<file path="src/design/msr_regs.svh">
// Constants of the motion status readback block: codes, bit positions, resets.
`ifndef MSR_REGS_SVH
`define MSR_REGS_SVH

`define MSR_CMD_RD_DES_VEL   8'h07
`define MSR_CMD_RD_DES_POS   8'h08
`define MSR_CMD_RD_IDX_POS   8'h09
`define MSR_CMD_RD_ACT_POS   8'h0A
`define MSR_CMD_RD_ACT_VEL   8'h0B
`define MSR_CMD_RD_SIGNALS   8'h0C
`define MSR_CMD_RD_INT_SUM   8'h0D

`define MSR_LEN_FOUR         3'h4
`define MSR_LEN_TWO          3'h2
`define MSR_LEN_NONE         3'h0

`define MSR_SIG_HOST_IRQ     15
`define MSR_SIG_ACCEL        14
`define MSR_SIG_UDF          13
`define MSR_SIG_FWD          12
`define MSR_SIG_VEL_MODE     11
`define MSR_SIG_ON_TARGET    10
`define MSR_SIG_STOP_ON_ERR  9
`define MSR_SIG_NARROW_OUT   8
`define MSR_SIG_ARM_INDEX    0

`define MSR_SIG_RESET        16'h0100
`define MSR_STAT_BUSY        0
`define MSR_BYTE_MSB         31:24

`endif

</file>
<file path="src/design/msr_pkg.sv">
// Types shared by the motion status readback block.
package msr_pkg;

  typedef struct packed {
    logic       cs_n;
    logic       ps_n;
    logic       rd_n;
    logic       wr_n;
    logic [7:0] data;
  } msr_host_t;

  typedef struct packed {
    logic filter_update;
    logic load_traj;
    logic traj_fwd;
    logic traj_vel;
    logic start_traj;
    logic traj_done;
    logic accel_loaded;
    logic err_stop;
    logic err_irq;
    logic narrow_out;
    logic wide_out;
    logic arm_index;
    logic index_pulse;
    logic sample_end;
  } msr_evt_t;

  typedef struct packed {
    logic [31:0] index_pos;
    logic [31:0] desired_pos;
    logic [31:0] actual_pos;
    logic [31:0] desired_vel;
    logic [15:0] actual_vel;
    logic [15:0] integ_sum;
  } msr_vals_t;

  typedef struct packed {
    logic wr_cmd;
    logic wr_data;
    logic rd_data;
    logic rd_stat;
  } msr_strb_t;

  typedef enum logic [1:0] {
    MSR_IDLE = 2'b00,
    MSR_LOAD = 2'b01,
    MSR_SEND = 2'b10
  } msr_state_t;

endpackage : msr_pkg

</file>
<file path="src/design/msr_host_sync.sv">
// Host strobe edge detector: turns the parallel port strobes into one-cycle pulses.
`timescale 1ns/1ns
module msr_host_sync (
  input  wire logic              clk_i,    // Device clock.
  input  wire logic              arst_n_i, // Asynchronous reset, active low.
  input  wire msr_pkg::msr_host_t host_i,  // Host port pins.
  output msr_pkg::msr_strb_t     strb_o,   // Registered strobe pulses.
  output logic [7:0]             cmd_o     // Byte taken at the last write strobe, on either port.
);

  logic wr_n_q;
  logic rd_n_q;
  logic ps_n_q;
  logic cs_n_q;

  // A write is taken where write falls; a read ends where read rises.
  wire wr_fall = wr_n_q & ~host_i.wr_n & ~host_i.cs_n;
  wire rd_rise = ~rd_n_q & host_i.rd_n & ~cs_n_q;

  always_ff @(posedge clk_i or negedge arst_n_i)
  begin
    if (!arst_n_i)
    begin
      wr_n_q <= 1'b1;
      rd_n_q <= 1'b1;
      ps_n_q <= 1'b1;
      cs_n_q <= 1'b1;
      strb_o <= '0;
      cmd_o  <= 8'h00;
    end
    else
    begin
      wr_n_q         <= host_i.wr_n;
      rd_n_q         <= host_i.rd_n;
      ps_n_q         <= host_i.ps_n;
      cs_n_q         <= host_i.cs_n;
      strb_o.wr_cmd  <= wr_fall & ~host_i.ps_n;
      strb_o.wr_data <= wr_fall & host_i.ps_n;
      strb_o.rd_data <= rd_rise & ps_n_q;
      strb_o.rd_stat <= rd_rise & ~ps_n_q;
      if (wr_fall)
      begin
        cmd_o <= host_i.data;
      end
    end
  end

endmodule : msr_host_sync

</file>
<file path="src/design/msr_signals.sv">
// Signals word flags kept from command and motion events.
`timescale 1ns/1ns
`include "msr_regs.svh"
module msr_signals (
  input  wire logic              clk_i,      // Device clock.
  input  wire logic              arst_n_i,   // Asynchronous reset, active low.
  input  wire msr_pkg::msr_evt_t evt_i,      // Command and motion events.
  input  wire logic              host_irq_i, // Host interrupt pin level.
  input  wire logic [7:0]        status_i,   // Status byte.
  output logic [15:0]            sig_o       // Signals word.
);

  logic fwd_pend_r;
  logic vel_pend_r;
  logic [15:0] sig_r;

  always_ff @(posedge clk_i or negedge arst_n_i)
  begin
    if (!arst_n_i)
    begin
      fwd_pend_r <= 1'b0;
      vel_pend_r <= 1'b0;
      sig_r      <= `MSR_SIG_RESET;
    end
    else
    begin
      if (evt_i.load_traj)
      begin
        fwd_pend_r <= evt_i.traj_fwd;
        vel_pend_r <= evt_i.traj_vel;
      end
      if (evt_i.start_traj)
      begin
        sig_r[`MSR_SIG_FWD]      <= fwd_pend_r;
        sig_r[`MSR_SIG_VEL_MODE] <= vel_pend_r;
      end
      // Sets are written after clears so a coincident event is not lost.
      if (evt_i.sample_end)
        sig_r[`MSR_SIG_UDF] <= 1'b0;
      if (evt_i.filter_update)
        sig_r[`MSR_SIG_UDF] <= 1'b1;
      if (evt_i.start_traj)
        sig_r[`MSR_SIG_ON_TARGET] <= 1'b0;
      if (evt_i.traj_done)
        sig_r[`MSR_SIG_ON_TARGET] <= 1'b1;
      if (evt_i.start_traj)
        sig_r[`MSR_SIG_ACCEL] <= 1'b0;
      if (evt_i.accel_loaded)
        sig_r[`MSR_SIG_ACCEL] <= 1'b1;
      if (evt_i.err_irq)
        sig_r[`MSR_SIG_STOP_ON_ERR] <= 1'b0;
      if (evt_i.err_stop)
        sig_r[`MSR_SIG_STOP_ON_ERR] <= 1'b1;
      if (evt_i.wide_out)
        sig_r[`MSR_SIG_NARROW_OUT] <= 1'b0;
      if (evt_i.narrow_out)
        sig_r[`MSR_SIG_NARROW_OUT] <= 1'b1;
      if (evt_i.index_pulse)
        sig_r[`MSR_SIG_ARM_INDEX] <= 1'b0;
      if (evt_i.arm_index)
        sig_r[`MSR_SIG_ARM_INDEX] <= 1'b1;
    end
  end

  // Bit 15 and bits 7 to 1 are live copies, refreshed every cycle.
  always_ff @(posedge clk_i or negedge arst_n_i)
  begin
    if (!arst_n_i)
      sig_o <= `MSR_SIG_RESET;
    else
      sig_o <= {host_irq_i, sig_r[14:8], status_i[7:1], sig_r[0]};
  end

endmodule : msr_signals

</file>
<file path="src/design/msr_readback.sv">
// Top of the motion status readback block: host port and reporting commands.
`timescale 1ns/1ns
`include "msr_regs.svh"
module msr_readback (
  input  wire logic               clk_i,       // Device clock, 50 MHz.
  input  wire logic               arst_n_i,    // Asynchronous reset, active low.
  input  wire logic               cs_n_i,      // Chip select, active low.
  input  wire logic               ps_n_i,      // Port select: low command, high data.
  input  wire logic               rd_n_i,      // Read strobe, active low.
  input  wire logic               wr_n_i,      // Write strobe, active low.
  input  wire logic [7:0]         data_i,      // Host data bus, in.
  output logic [7:0]              data_o,      // Host data bus, out.
  output logic                    data_oe_o,   // High while the device drives the bus.
  input  wire msr_pkg::msr_evt_t  evt_i,       // Command and motion events.
  input  wire msr_pkg::msr_vals_t vals_i,      // Live motion values.
  input  wire logic [7:0]         status_i,    // Status byte, bit 0 ignored.
  input  wire logic               core_busy_i, // Core is busy with a command.
  input  wire logic               host_irq_i,  // Host interrupt pin level.
  output logic                    cmd_err_o,   // Pulse: data read with nothing pending while the core is not busy.
  output logic                    busy_o,      // Busy as reported to the host.
  output logic [15:0]             signals_o    // Signals word.
);

  msr_pkg::msr_host_t host;
  msr_pkg::msr_strb_t strb;
  logic [7:0]         cmd_byte;

  msr_pkg::msr_state_t state_r;
  msr_pkg::msr_state_t state_nxt;
  logic [31:0]         shift_r;
  logic [31:0]         shift_nxt;
  logic [2:0]          left_r;
  logic [2:0]          left_nxt;
  logic                err_nxt;

  assign host.cs_n = cs_n_i;
  assign host.ps_n = ps_n_i;
  assign host.rd_n = rd_n_i;
  assign host.wr_n = wr_n_i;
  assign host.data = data_i;

  // Number of bytes a reporting command returns; zero for other codes.
  function automatic logic [2:0] msr_len(input logic [7:0] code);
    logic [2:0] len;
    len = `MSR_LEN_NONE;
    case (code)
      `MSR_CMD_RD_IDX_POS: len = `MSR_LEN_FOUR;
      `MSR_CMD_RD_DES_POS: len = `MSR_LEN_FOUR;
      `MSR_CMD_RD_ACT_POS: len = `MSR_LEN_FOUR;
      `MSR_CMD_RD_DES_VEL: len = `MSR_LEN_FOUR;
      `MSR_CMD_RD_ACT_VEL: len = `MSR_LEN_TWO;
      `MSR_CMD_RD_INT_SUM: len = `MSR_LEN_TWO;
      `MSR_CMD_RD_SIGNALS: len = `MSR_LEN_TWO;
      default:             len = `MSR_LEN_NONE;
    endcase
    return len;
  endfunction : msr_len

  // Value to send, aligned so its first byte sits in the top lane.
  function automatic logic [31:0] msr_snap(input logic [7:0]         code,
                                           input msr_pkg::msr_vals_t v,
                                           input logic [15:0]        sig);
    logic [31:0] val;
    val = 32'h0000_0000;
    case (code)
      `MSR_CMD_RD_IDX_POS: val = v.index_pos;
      `MSR_CMD_RD_DES_POS: val = v.desired_pos;
      `MSR_CMD_RD_ACT_POS: val = v.actual_pos;
      `MSR_CMD_RD_DES_VEL: val = v.desired_vel;
      `MSR_CMD_RD_ACT_VEL: val = {v.actual_vel, 16'h0000};
      `MSR_CMD_RD_INT_SUM: val = {v.integ_sum, 16'h0000};
      `MSR_CMD_RD_SIGNALS: val = {sig, 16'h0000};
      default:             val = 32'h0000_0000;
    endcase
    return val;
  endfunction : msr_snap

  msr_host_sync u_sync (
    .clk_i    (clk_i),
    .arst_n_i (arst_n_i),
    .host_i   (host),
    .strb_o   (strb),
    .cmd_o    (cmd_byte)
  );

  msr_signals u_sig (
    .clk_i      (clk_i),
    .arst_n_i   (arst_n_i),
    .evt_i      (evt_i),
    .host_irq_i (host_irq_i),
    .status_i   (status_i),
    .sig_o      (signals_o)
  );

  // The one-cycle load state counts as busy so the first byte is ready.
  wire busy_now  = core_busy_i | (state_r == msr_pkg::MSR_LOAD);
  wire cmd_take  = strb.wr_cmd & ~busy_now;
  wire data_take = strb.rd_data & ~busy_now;
  wire [2:0] cmd_len = msr_len(cmd_byte);
  wire reading   = ~cs_n_i & ~rd_n_i;
  wire [7:0] stat_byte = {status_i[7:1], busy_now};

  always_comb
  begin
    state_nxt = state_r;
    shift_nxt = shift_r;
    left_nxt  = left_r;
    err_nxt   = 1'b0;
    if (cmd_take)
    begin
      // Any new command aborts a transfer still in progress.
      if (cmd_len != `MSR_LEN_NONE)
      begin
        state_nxt = msr_pkg::MSR_LOAD;
        shift_nxt = msr_snap(cmd_byte, vals_i, signals_o);
        left_nxt  = cmd_len;
      end
      else
      begin
        state_nxt = msr_pkg::MSR_IDLE;
        left_nxt  = `MSR_LEN_NONE;
      end
    end
    else
    begin
      unique case (state_r)
        msr_pkg::MSR_IDLE:
        begin
          if (data_take)
            err_nxt = 1'b1;
        end
        msr_pkg::MSR_LOAD:
        begin
          state_nxt = msr_pkg::MSR_SEND;
        end
        msr_pkg::MSR_SEND:
        begin
          if (data_take)
          begin
            shift_nxt = {shift_r[23:0], 8'h00};
            left_nxt  = left_r - 3'h1;
            if (left_r == 3'h1)
              state_nxt = msr_pkg::MSR_IDLE;
          end
        end
        default:
        begin
          state_nxt = msr_pkg::MSR_IDLE;
        end
      endcase
    end
  end

  always_ff @(posedge clk_i or negedge arst_n_i)
  begin
    if (!arst_n_i)
    begin
      state_r   <= msr_pkg::MSR_IDLE;
      shift_r   <= 32'h0000_0000;
      left_r    <= `MSR_LEN_NONE;
      cmd_err_o <= 1'b0;
    end
    else
    begin
      state_r   <= state_nxt;
      shift_r   <= shift_nxt;
      left_r    <= left_nxt;
      cmd_err_o <= err_nxt;
    end
  end

  // Bus output: status on the command port, port buffer on the data port.
  always_ff @(posedge clk_i or negedge arst_n_i)
  begin
    if (!arst_n_i)
    begin
      data_o    <= 8'h00;
      data_oe_o <= 1'b0;
      busy_o    <= 1'b0;
    end
    else
    begin
      data_oe_o <= reading;
      busy_o    <= busy_now;
      if (reading)
        data_o <= ps_n_i ? shift_r[`MSR_BYTE_MSB] : stat_byte;
    end
  end

endmodule : msr_readback

</file>
<file path="config.mk">
export PLATFORM = sky130hd
export DESIGN_NAME = msr_readback
export DESIGN_NICKNAME = d
export VERILOG_FILES = /design/src/design/msr_pkg.sv /design/src/design/msr_host_sync.sv /design/src/design/msr_signals.sv /design/src/design/msr_readback.sv
export VERILOG_INCLUDE_DIRS = /design/src /design/src/design
export SDC_FILE = /design/constraint.sdc
export NUM_CORES = 1
export LEC_CHECK = 0
export BUFFER_PORTS_ARGS = -buffer_cell sky130_fd_sc_hd__buf_2
export CAP_MARGIN = 15
export CORE_MARGIN = 8
export CORE_UTILIZATION = 48
export DETAILED_ROUTE_END_ITERATION = 10
export PLACE_DENSITY = 0.83
export SLEW_MARGIN = 0
export SYNTH_ARGS = -nofsm -noshare
export SYNTH_HDL_FRONTEND = slang
export SYNTH_HIERARCHICAL = 1
export SYNTH_SLANG_ARGS = --single-unit
</file>
<file path="constraint.sdc">
create_clock -name clk_i -period 2.55 [get_ports clk_i]
set_input_delay 0.51 -clock clk_i [delete_from_list [all_inputs] [get_ports clk_i]]
set_output_delay 0.51 -clock clk_i [all_outputs]
set_load 0.005 [all_outputs]
</file>
==> reports/qor.csv, run 1 <==
stage,metric,value,unit
detailed_routing,highest_layer,met4,
place,io_buffer_count,223,
timing,period_share,91.06,%
synthesis,synth_warnings,6,
timing,rsz_0062_raised_after_global_routing,no,
clock_network,postCtsSetupBuffers,0,
timing,drv_slew,0,
place,placedInstanceArea,6226,um^2
flow_run,max-cap-violations,0,
detailed_routing,met3RoutedLength,1.769,mm
floorplanning,core_footprint,10140,um^2
floorplanning,initial_core_util,48.75,%
synthesis,postSynthAreaPerCell,10.74,um^2
clock_network,cts.reportedPaths.clkPinSlew,0.09,ns
critical_path,worstSetupPathType,register to register,
timing,setup-tns-final,0,ns
global_routing,grt_first_pass_wirelength,28.13,mm
clock_network,insertion_delay,0.36,ns
final_layout,layout.nets,877,
timing,max_freq,0.4307,GHz
detailed_routing,routed-via-count,4771,
timing,timing.final.ws_setup,0.2281,ns
timing,setup_viol,0,
critical_path,required,2.75,ns
synthesis,synth.net_count,660,
timing,post-route-min-period,2.322,ns
critical_path,crit_fanout,16,
final_layout,finished_layout_cell_area,6422,um^2
detailed_routing,dr_wl_met2,8.467,mm
place,post-place-ws,0.2787,ns
clock_network,cts_repair_resize_count,0,
clock_network,cts.htree.levels,3,
global_routing,grt_use_total,25.46,%
critical_path,worstPathArrival,2.53,ns
timing,tightestPinTransition,0.7763,ns
floorplanning,design.die.area,13800,um^2
floorplanning,placementRows,37,
detailed_routing,first_iter_violations,539,
final_layout,n_fill_cell,836,
timing,finClkSkew,0.008446,ns
synthesis,mapped_cells,460,
status,outcome,"finished, final reports clean",
detailed_routing,detail_route.wirelength,17.73,mm
pwr,power_per_cell_area,645.0,nW/um^2
final_layout,layout.core_utilization,63.35,%
place,hpwlAfterDp,14.19,mm
critical_path,setup.worst_path.end_class,register,
clock_network,holdBufCountCts,0,
worst_hold_path,worstHoldPathType,input port to async pin,
global_routing,grt_max_degree,51,
detailed_routing,dr.pass1.iters,5,
timing,report.final.hold_viol_count,0,
pwr,largest_vdd_supply_drop,0.3097,mV
global_routing,first_global_vias,5248,
clock_network,clock_tree.root_cell,clkbuf_8,
detailed_routing,drc,0,
global_routing,antenna_violations_before_repair,0,
place,gp_routability_congestion,0.9434,
final_layout,synthToLayoutAreaGrowth,29.95,%
final_layout,num_antenna_cells,0,
synthesis,synth_area,4942,um^2
critical_path,crit_path_start_kind,register,
final_layout,share_of_post_route_cells_with_drive_strength_above_1,44.72,%
clock_network,numCtsBuffers,9,
floorplanning,chipHeight,117.5,um
pwr,p_leak,0.003118,uW
detailed_routing,vias_per_cell,5.833,
clock_network,clock_sink_count,88,
floorplanning,top_level_ports,225,
clock_network,cts_tree,done,
detailed_routing,detail-route-antenna-nets,0,
global_routing,grt_remaining_overflow,0,
clock_network,clk_path_buf_depth,2,
detailed_routing,wl_met1,7.067,mm
timing,max-slew-margin-rel,48.14,%
detailed_routing,wl_per_cell,21.67,um
floorplanning,die_x,117.5,um
[placed cells by master (no fill, tap or decap), drive strengths merged, types with 7 or more instances in the layout]
cell type and count:
dfrtp 82, inv 29, mux2i 33, a221oi 16, o221ai 14, a21oi 10, nand2 34, nor2 20
clkbuf 12, nor2b 10, nand3b 7, buf 242, a21o 7, mux2 23, o21ai 25, o211ai 9
[sequential cells by signal, indices dropped and copies added, names as in the netlist]
name and flops:
u_sig/vel_pend_r 1, data_oe_o 1, state_r 2, shift_r 32, busy_o 1, left_r 3
u_sync/cmd_o 8, u_sig/fwd_pend_r 1, u_sig/sig_o 16, u_sync/wr_n_q 1, u_sync/ps_n_q 1, cmd_err_o 1
data_o 8, u_sig/sig_r 8, u_sync/rd_n_q 1, u_sync/cs_n_q 1, u_sync/strb_o 2
[metal layers]
| metal | GRT usage, % | vias up |
|---|---|---|
| met1 | 30.95 | 2283 |
| met4 | 9.528 | 0 |
| met2 | 42.16 | 285 |
| met5 | 0 | - |
| met3 | 7.098 | 32 |
| li1 | - | 2171 |
[layout make-up]
type / instances / area (um^2) / area share [%]
clock buffers: 12 / 145.1 / 2.260
clock inverters: 4 / 51.30 / 0.7988
inverters: 28 / 105.1 / 1.636
multi-input cells: 308 / 2465 / 38.38
flip-flops and latches: 88 / 2212 / 34.44
well taps: 136 / 170.2 / 2.650
repair buffers: 242 / 1274 / 19.83
[final timing paths]
check,start,endpoint,slack (ns),cells past startpoint
worst max-delay path,u_sync/cmd_o[0]$_DFFE_PN0P_,shift_r[28]$_DFFE_PN0P_,0.23,4
min in group clk_i,wr_n_i,u_sync/wr_n_q$_DFF_PN1_,0.25,1
max in group asynchronous,arst_n_i,u_sig/sig_r[8]$_DFFE_PN1P_,1.72,2
worst min-delay path,arst_n_i,shift_r[3]$_DFFE_PN0P_,0.12,1
worst max register to register,u_sync/cmd_o[0]$_DFFE_PN0P_,shift_r[28]$_DFFE_PN0P_,0.23,4
worst min register to register,u_sig/sig_r[8]$_DFFE_PN1P_,u_sig/sig_o[8]$_DFF_PN1_,0.37,0
[critical path, stage by stage (launching register included)]
cell and delay (ns):
dfrtp_2 0.55, buf_4 0.32, and4bb_2 0.40, a222oi_1 0.66, o221ai_1 0.24
[per-stage QoR]
stage                     cells  hold slack, ns  total power [uW]
after global placement      802          0.3564              3129
final                       818          0.1218              4142
after floorplan             460          0.2144              2633
after global routing        818          0.1484              4373
after CTS                   818          0.1187              4166
after detailed placement    802          0.3648              3184
[power breakdown]
part           internal (uW)  switching [uW]
logic                    664             665
clock network            483             498
registers               1640             192
Note: power is estimated with default switching activity, not from simulation.
==> run 2: changes to the inputs <==
==> constraint.sdc (replaced) <==
create_clock -name clk_i -period 2.14 [get_ports clk_i]
set_input_delay 0.428 -clock clk_i [delete_from_list [all_inputs] [get_ports clk_i]]
set_output_delay 0.428 -clock clk_i [all_outputs]
set_load 0.1 [all_outputs]
==> run 2 against run 1 <==
Compared with the run above: clock power is 40% higher; via count up 0.54%; non-clock buffer count up 10; combinational power up 55%; maximum frequency increased by 12%; worst setup slack got worse by 0.16 ns; count of clock-buffer cells in the layout decreased by 2; power increased by 35%; final area increased by 3.0%; flip-flop and latch count did not move; wire length shrank 0.24%; critical path type unchanged; largest cell class unchanged; largest power group unchanged.
==> reports/qor.csv, run 2 (synthesized netlist as in run 1, its figures left out) <==
stage,metric,value,unit,change
floorplanning,top_level_ports,225,,unchanged
final_layout,layout.nets,887,,+1.1%
critical_path,reg2reg_slack,0.07,ns,-0.16 ns
global_routing,grt_remaining_overflow,0,,unchanged
critical_path,ff2ff_path_depth,4,,unchanged
pwr,power_per_cell_area,848.4,nW/um^2,+32%
final_layout,most_common_library_cell_in_the_layout_ignoring_fill_and_taps,buf_2,,
pwr,report.power.total,5611,uW,+35%
pwr,largest_vdd_supply_drop,0.4975,mV,+61%
detailed_routing,wl_per_cell,21.33,um,-1.6%
global_routing,antenna_violations_before_repair,1,,+1
global_routing,grt_max_degree,60,,+18%
timing,setup_viol,0,,unchanged
timing,report.final.hold_viol_count,0,,unchanged
final_layout,largest_register_ff_count,32,,unchanged
place,gp_routability_congestion,0.9084,,-3.7%
critical_path,setup.worst_path.end_class,register,,
final_layout,share_of_post_route_cells_with_drive_strength_above_1,46.10,%,+1.4 points
critical_path,setup.worst_path.end,shift_r[8]$_DFFE_PN0P_,,
clock_network,cts_tree,done,,
critical_path,required,2.40,ns,-0.35 ns
clock_network,clk_path_buf_depth,2,,unchanged
place,io_buffer_count,223,,unchanged
final_layout,finished_layout_cell_area,6614,um^2,+3.0%
timing,rsz_0062_raised_after_global_routing,no,,
detailed_routing,detail-route-antenna-nets,0,,unchanged
clock_network,numCtsBuffers,9,,unchanged
timing,setup-tns-final,0,ns,unchanged
final_layout,top_regs,"shift_r (32), u_sig/sig_o (16)",,
critical_path,crit_start,u_sync/cmd_o[7]$_DFFE_PN0P_,,
critical_path,worstPathArrival,2.33,ns,-0.20 ns
timing,max_freq,0.4823,GHz,+12%
floorplanning,placementRows,37,,unchanged
flow_run,max-cap-violations,0,,unchanged
place,hpwlAfterDp,14.17,mm,-0.16%
critical_path,worstReg2RegStart,u_sync/cmd_o[7]$_DFFE_PN0P_,,
global_routing,grt_first_pass_wirelength,27.86,mm,-0.96%
clock_network,insertion_delay,0.38,ns,+0.02 ns
critical_path,crit_fanout,7,,-9
final_layout,largest_register,shift_r,,
status,outcome,"finished, final reports clean",,
timing,tightestPinTransition,0.7152,ns,-0.06110 ns
floorplanning,core_footprint,10140,um^2,unchanged
place,placedInstanceArea,6301,um^2,+1.2%
detailed_routing,routed-via-count,4797,,+0.54%
clock_network,cts.htree.levels,3,,unchanged
floorplanning,initial_core_util,48.75,%,unchanged
global_routing,first_global_vias,5129,,-2.3%
timing,whs,0.1583,ns,+0.03647 ns
timing,drv_slew,0,,unchanged
detailed_routing,dr.pass1.iters,5,,unchanged
timing,post-route-min-period,2.074,ns,-0.2484 ns
timing,period_share,96.90,%,+5.8 points
detailed_routing,detail_route.wirelength,17.68,mm,-0.24%
pwr,p_leak,0.003209,uW,+2.9%
timing,finClkSkew,0.01600,ns,+0.007555 ns
critical_path,timing.rr.end,shift_r[8]$_DFFE_PN0P_,,
clock_network,clock_sink_count,88,,unchanged
detailed_routing,drc,0,,unchanged
timing,max-slew-margin-rel,52.22,%,+4.1 points
final_layout,synthToLayoutAreaGrowth,33.82,%,
clock_network,cts.reportedPaths.clkPinSlew,0.09,ns,about the same
detailed_routing,vias_per_cell,5.786,,-0.79%
floorplanning,die_x,117.5,um,unchanged
worst_hold_path,worst_hold_path_stage_count,1,,
worst_hold_path,worstHoldPathType,input port to register,,
final_layout,layout_common_cells,"222 x buf_2, 79 x dfrtp_1, 33 x nand2_1, 33 x mux2i_1, 28 x inv_1",,
timing,timing.final.ws_setup,0.06641,ns,-0.1616 ns
place,post-place-ws,0.02373,ns,-0.2550 ns
detailed_routing,first_iter_violations,419,,-22%
critical_path,worstSetupPathType,register to register,,
clock_network,clock_tree.root_cell,clkbuf_8,,
critical_path,crit_path_start_kind,register,,
global_routing,grt_use_total,25.22,%,-0.24 points
floorplanning,chipHeight,117.5,um,unchanged
floorplanning,design.die.area,13800,um^2,unchanged
[run 2: critical path, stage by stage (launching register included)]
cell and delay (ns):
dfrtp_1 0.40, or4_4 0.60, nor3_4 0.26, a21oi_1 0.29, a221o_1 0.42
[run 2: through the flow]
step	std cells	util, %
after global placement	807	62.15
after CTS	826	64.84
after global routing	829	65.24
after floorplan	460	-
after detailed placement	807	62.15
final	829	65.24
[run 2: final cells by class]
| cell class | instances | area (um^2) |
|---|---|---|
| fill | 800 | 3525 |
| multi-input combinational | 308 | 2470 |
| sequential | 88 | 2213 |
| timing repair buffer | 252 | 1418 |
| tap | 136 | 170.2 |
| clock buffer | 10 | 137.6 |
| inverter | 28 | 105.1 |
| clock inverter | 6 | 97.59 |
| antenna | 1 | 2.502 |
[run 2: how the worst min path moves through the flow]
stage | startpoint | end | slack (ns)
3_5_place_dp | u_sig/sig_r[10]$_DFFE_PN0P_ | u_sig/sig_o[10]$_DFF_PN0_ | 0.36
3_3_place_gp | u_sig/sig_r[8]$_DFFE_PN1P_ | u_sig/sig_o[8]$_DFF_PN1_ | 0.36
6_report | host_irq_i | u_sig/sig_o[15]$_DFF_PN0_ | 0.16
5_1_grt | host_irq_i | u_sig/sig_o[15]$_DFF_PN0_ | 0.14
2_1_floorplan | arst_n_i | busy_o$_DFF_PN0_ | 0.13
4_1_cts | host_irq_i | u_sig/sig_o[15]$_DFF_PN0_ | 0.15
[run 2: timing repair]
item	in CTS	in global routing
endpoints found under the hold margin	29	0
hold buffers	1	0
pin swaps	0	1
setup buffers	2	2
gates resized for setup	0	4
setup endpoints to repair	1	29
[run 2: routing by layer]
layer | share of wire, % | global-route usage (%) | vias to the layer above
li1 | - | - | 2195
met1 | 40 | 30.53 | 2300
met3 | 10 | 8.729 | 25
met2 | 48 | 41.94 | 277
met5 | 0 | 0 | -
met4 | 1.7 | 6.565 | 0
[run 2: power breakdown]
group | switching, uW | leakage (uW) | internal [uW]
clock | 665 | 0.000119 | 709
combinational | 1210 | 0.00202 | 852
sequential | 221 | 0.00107 | 1960
total | 2090 | 0.00321 | 3520
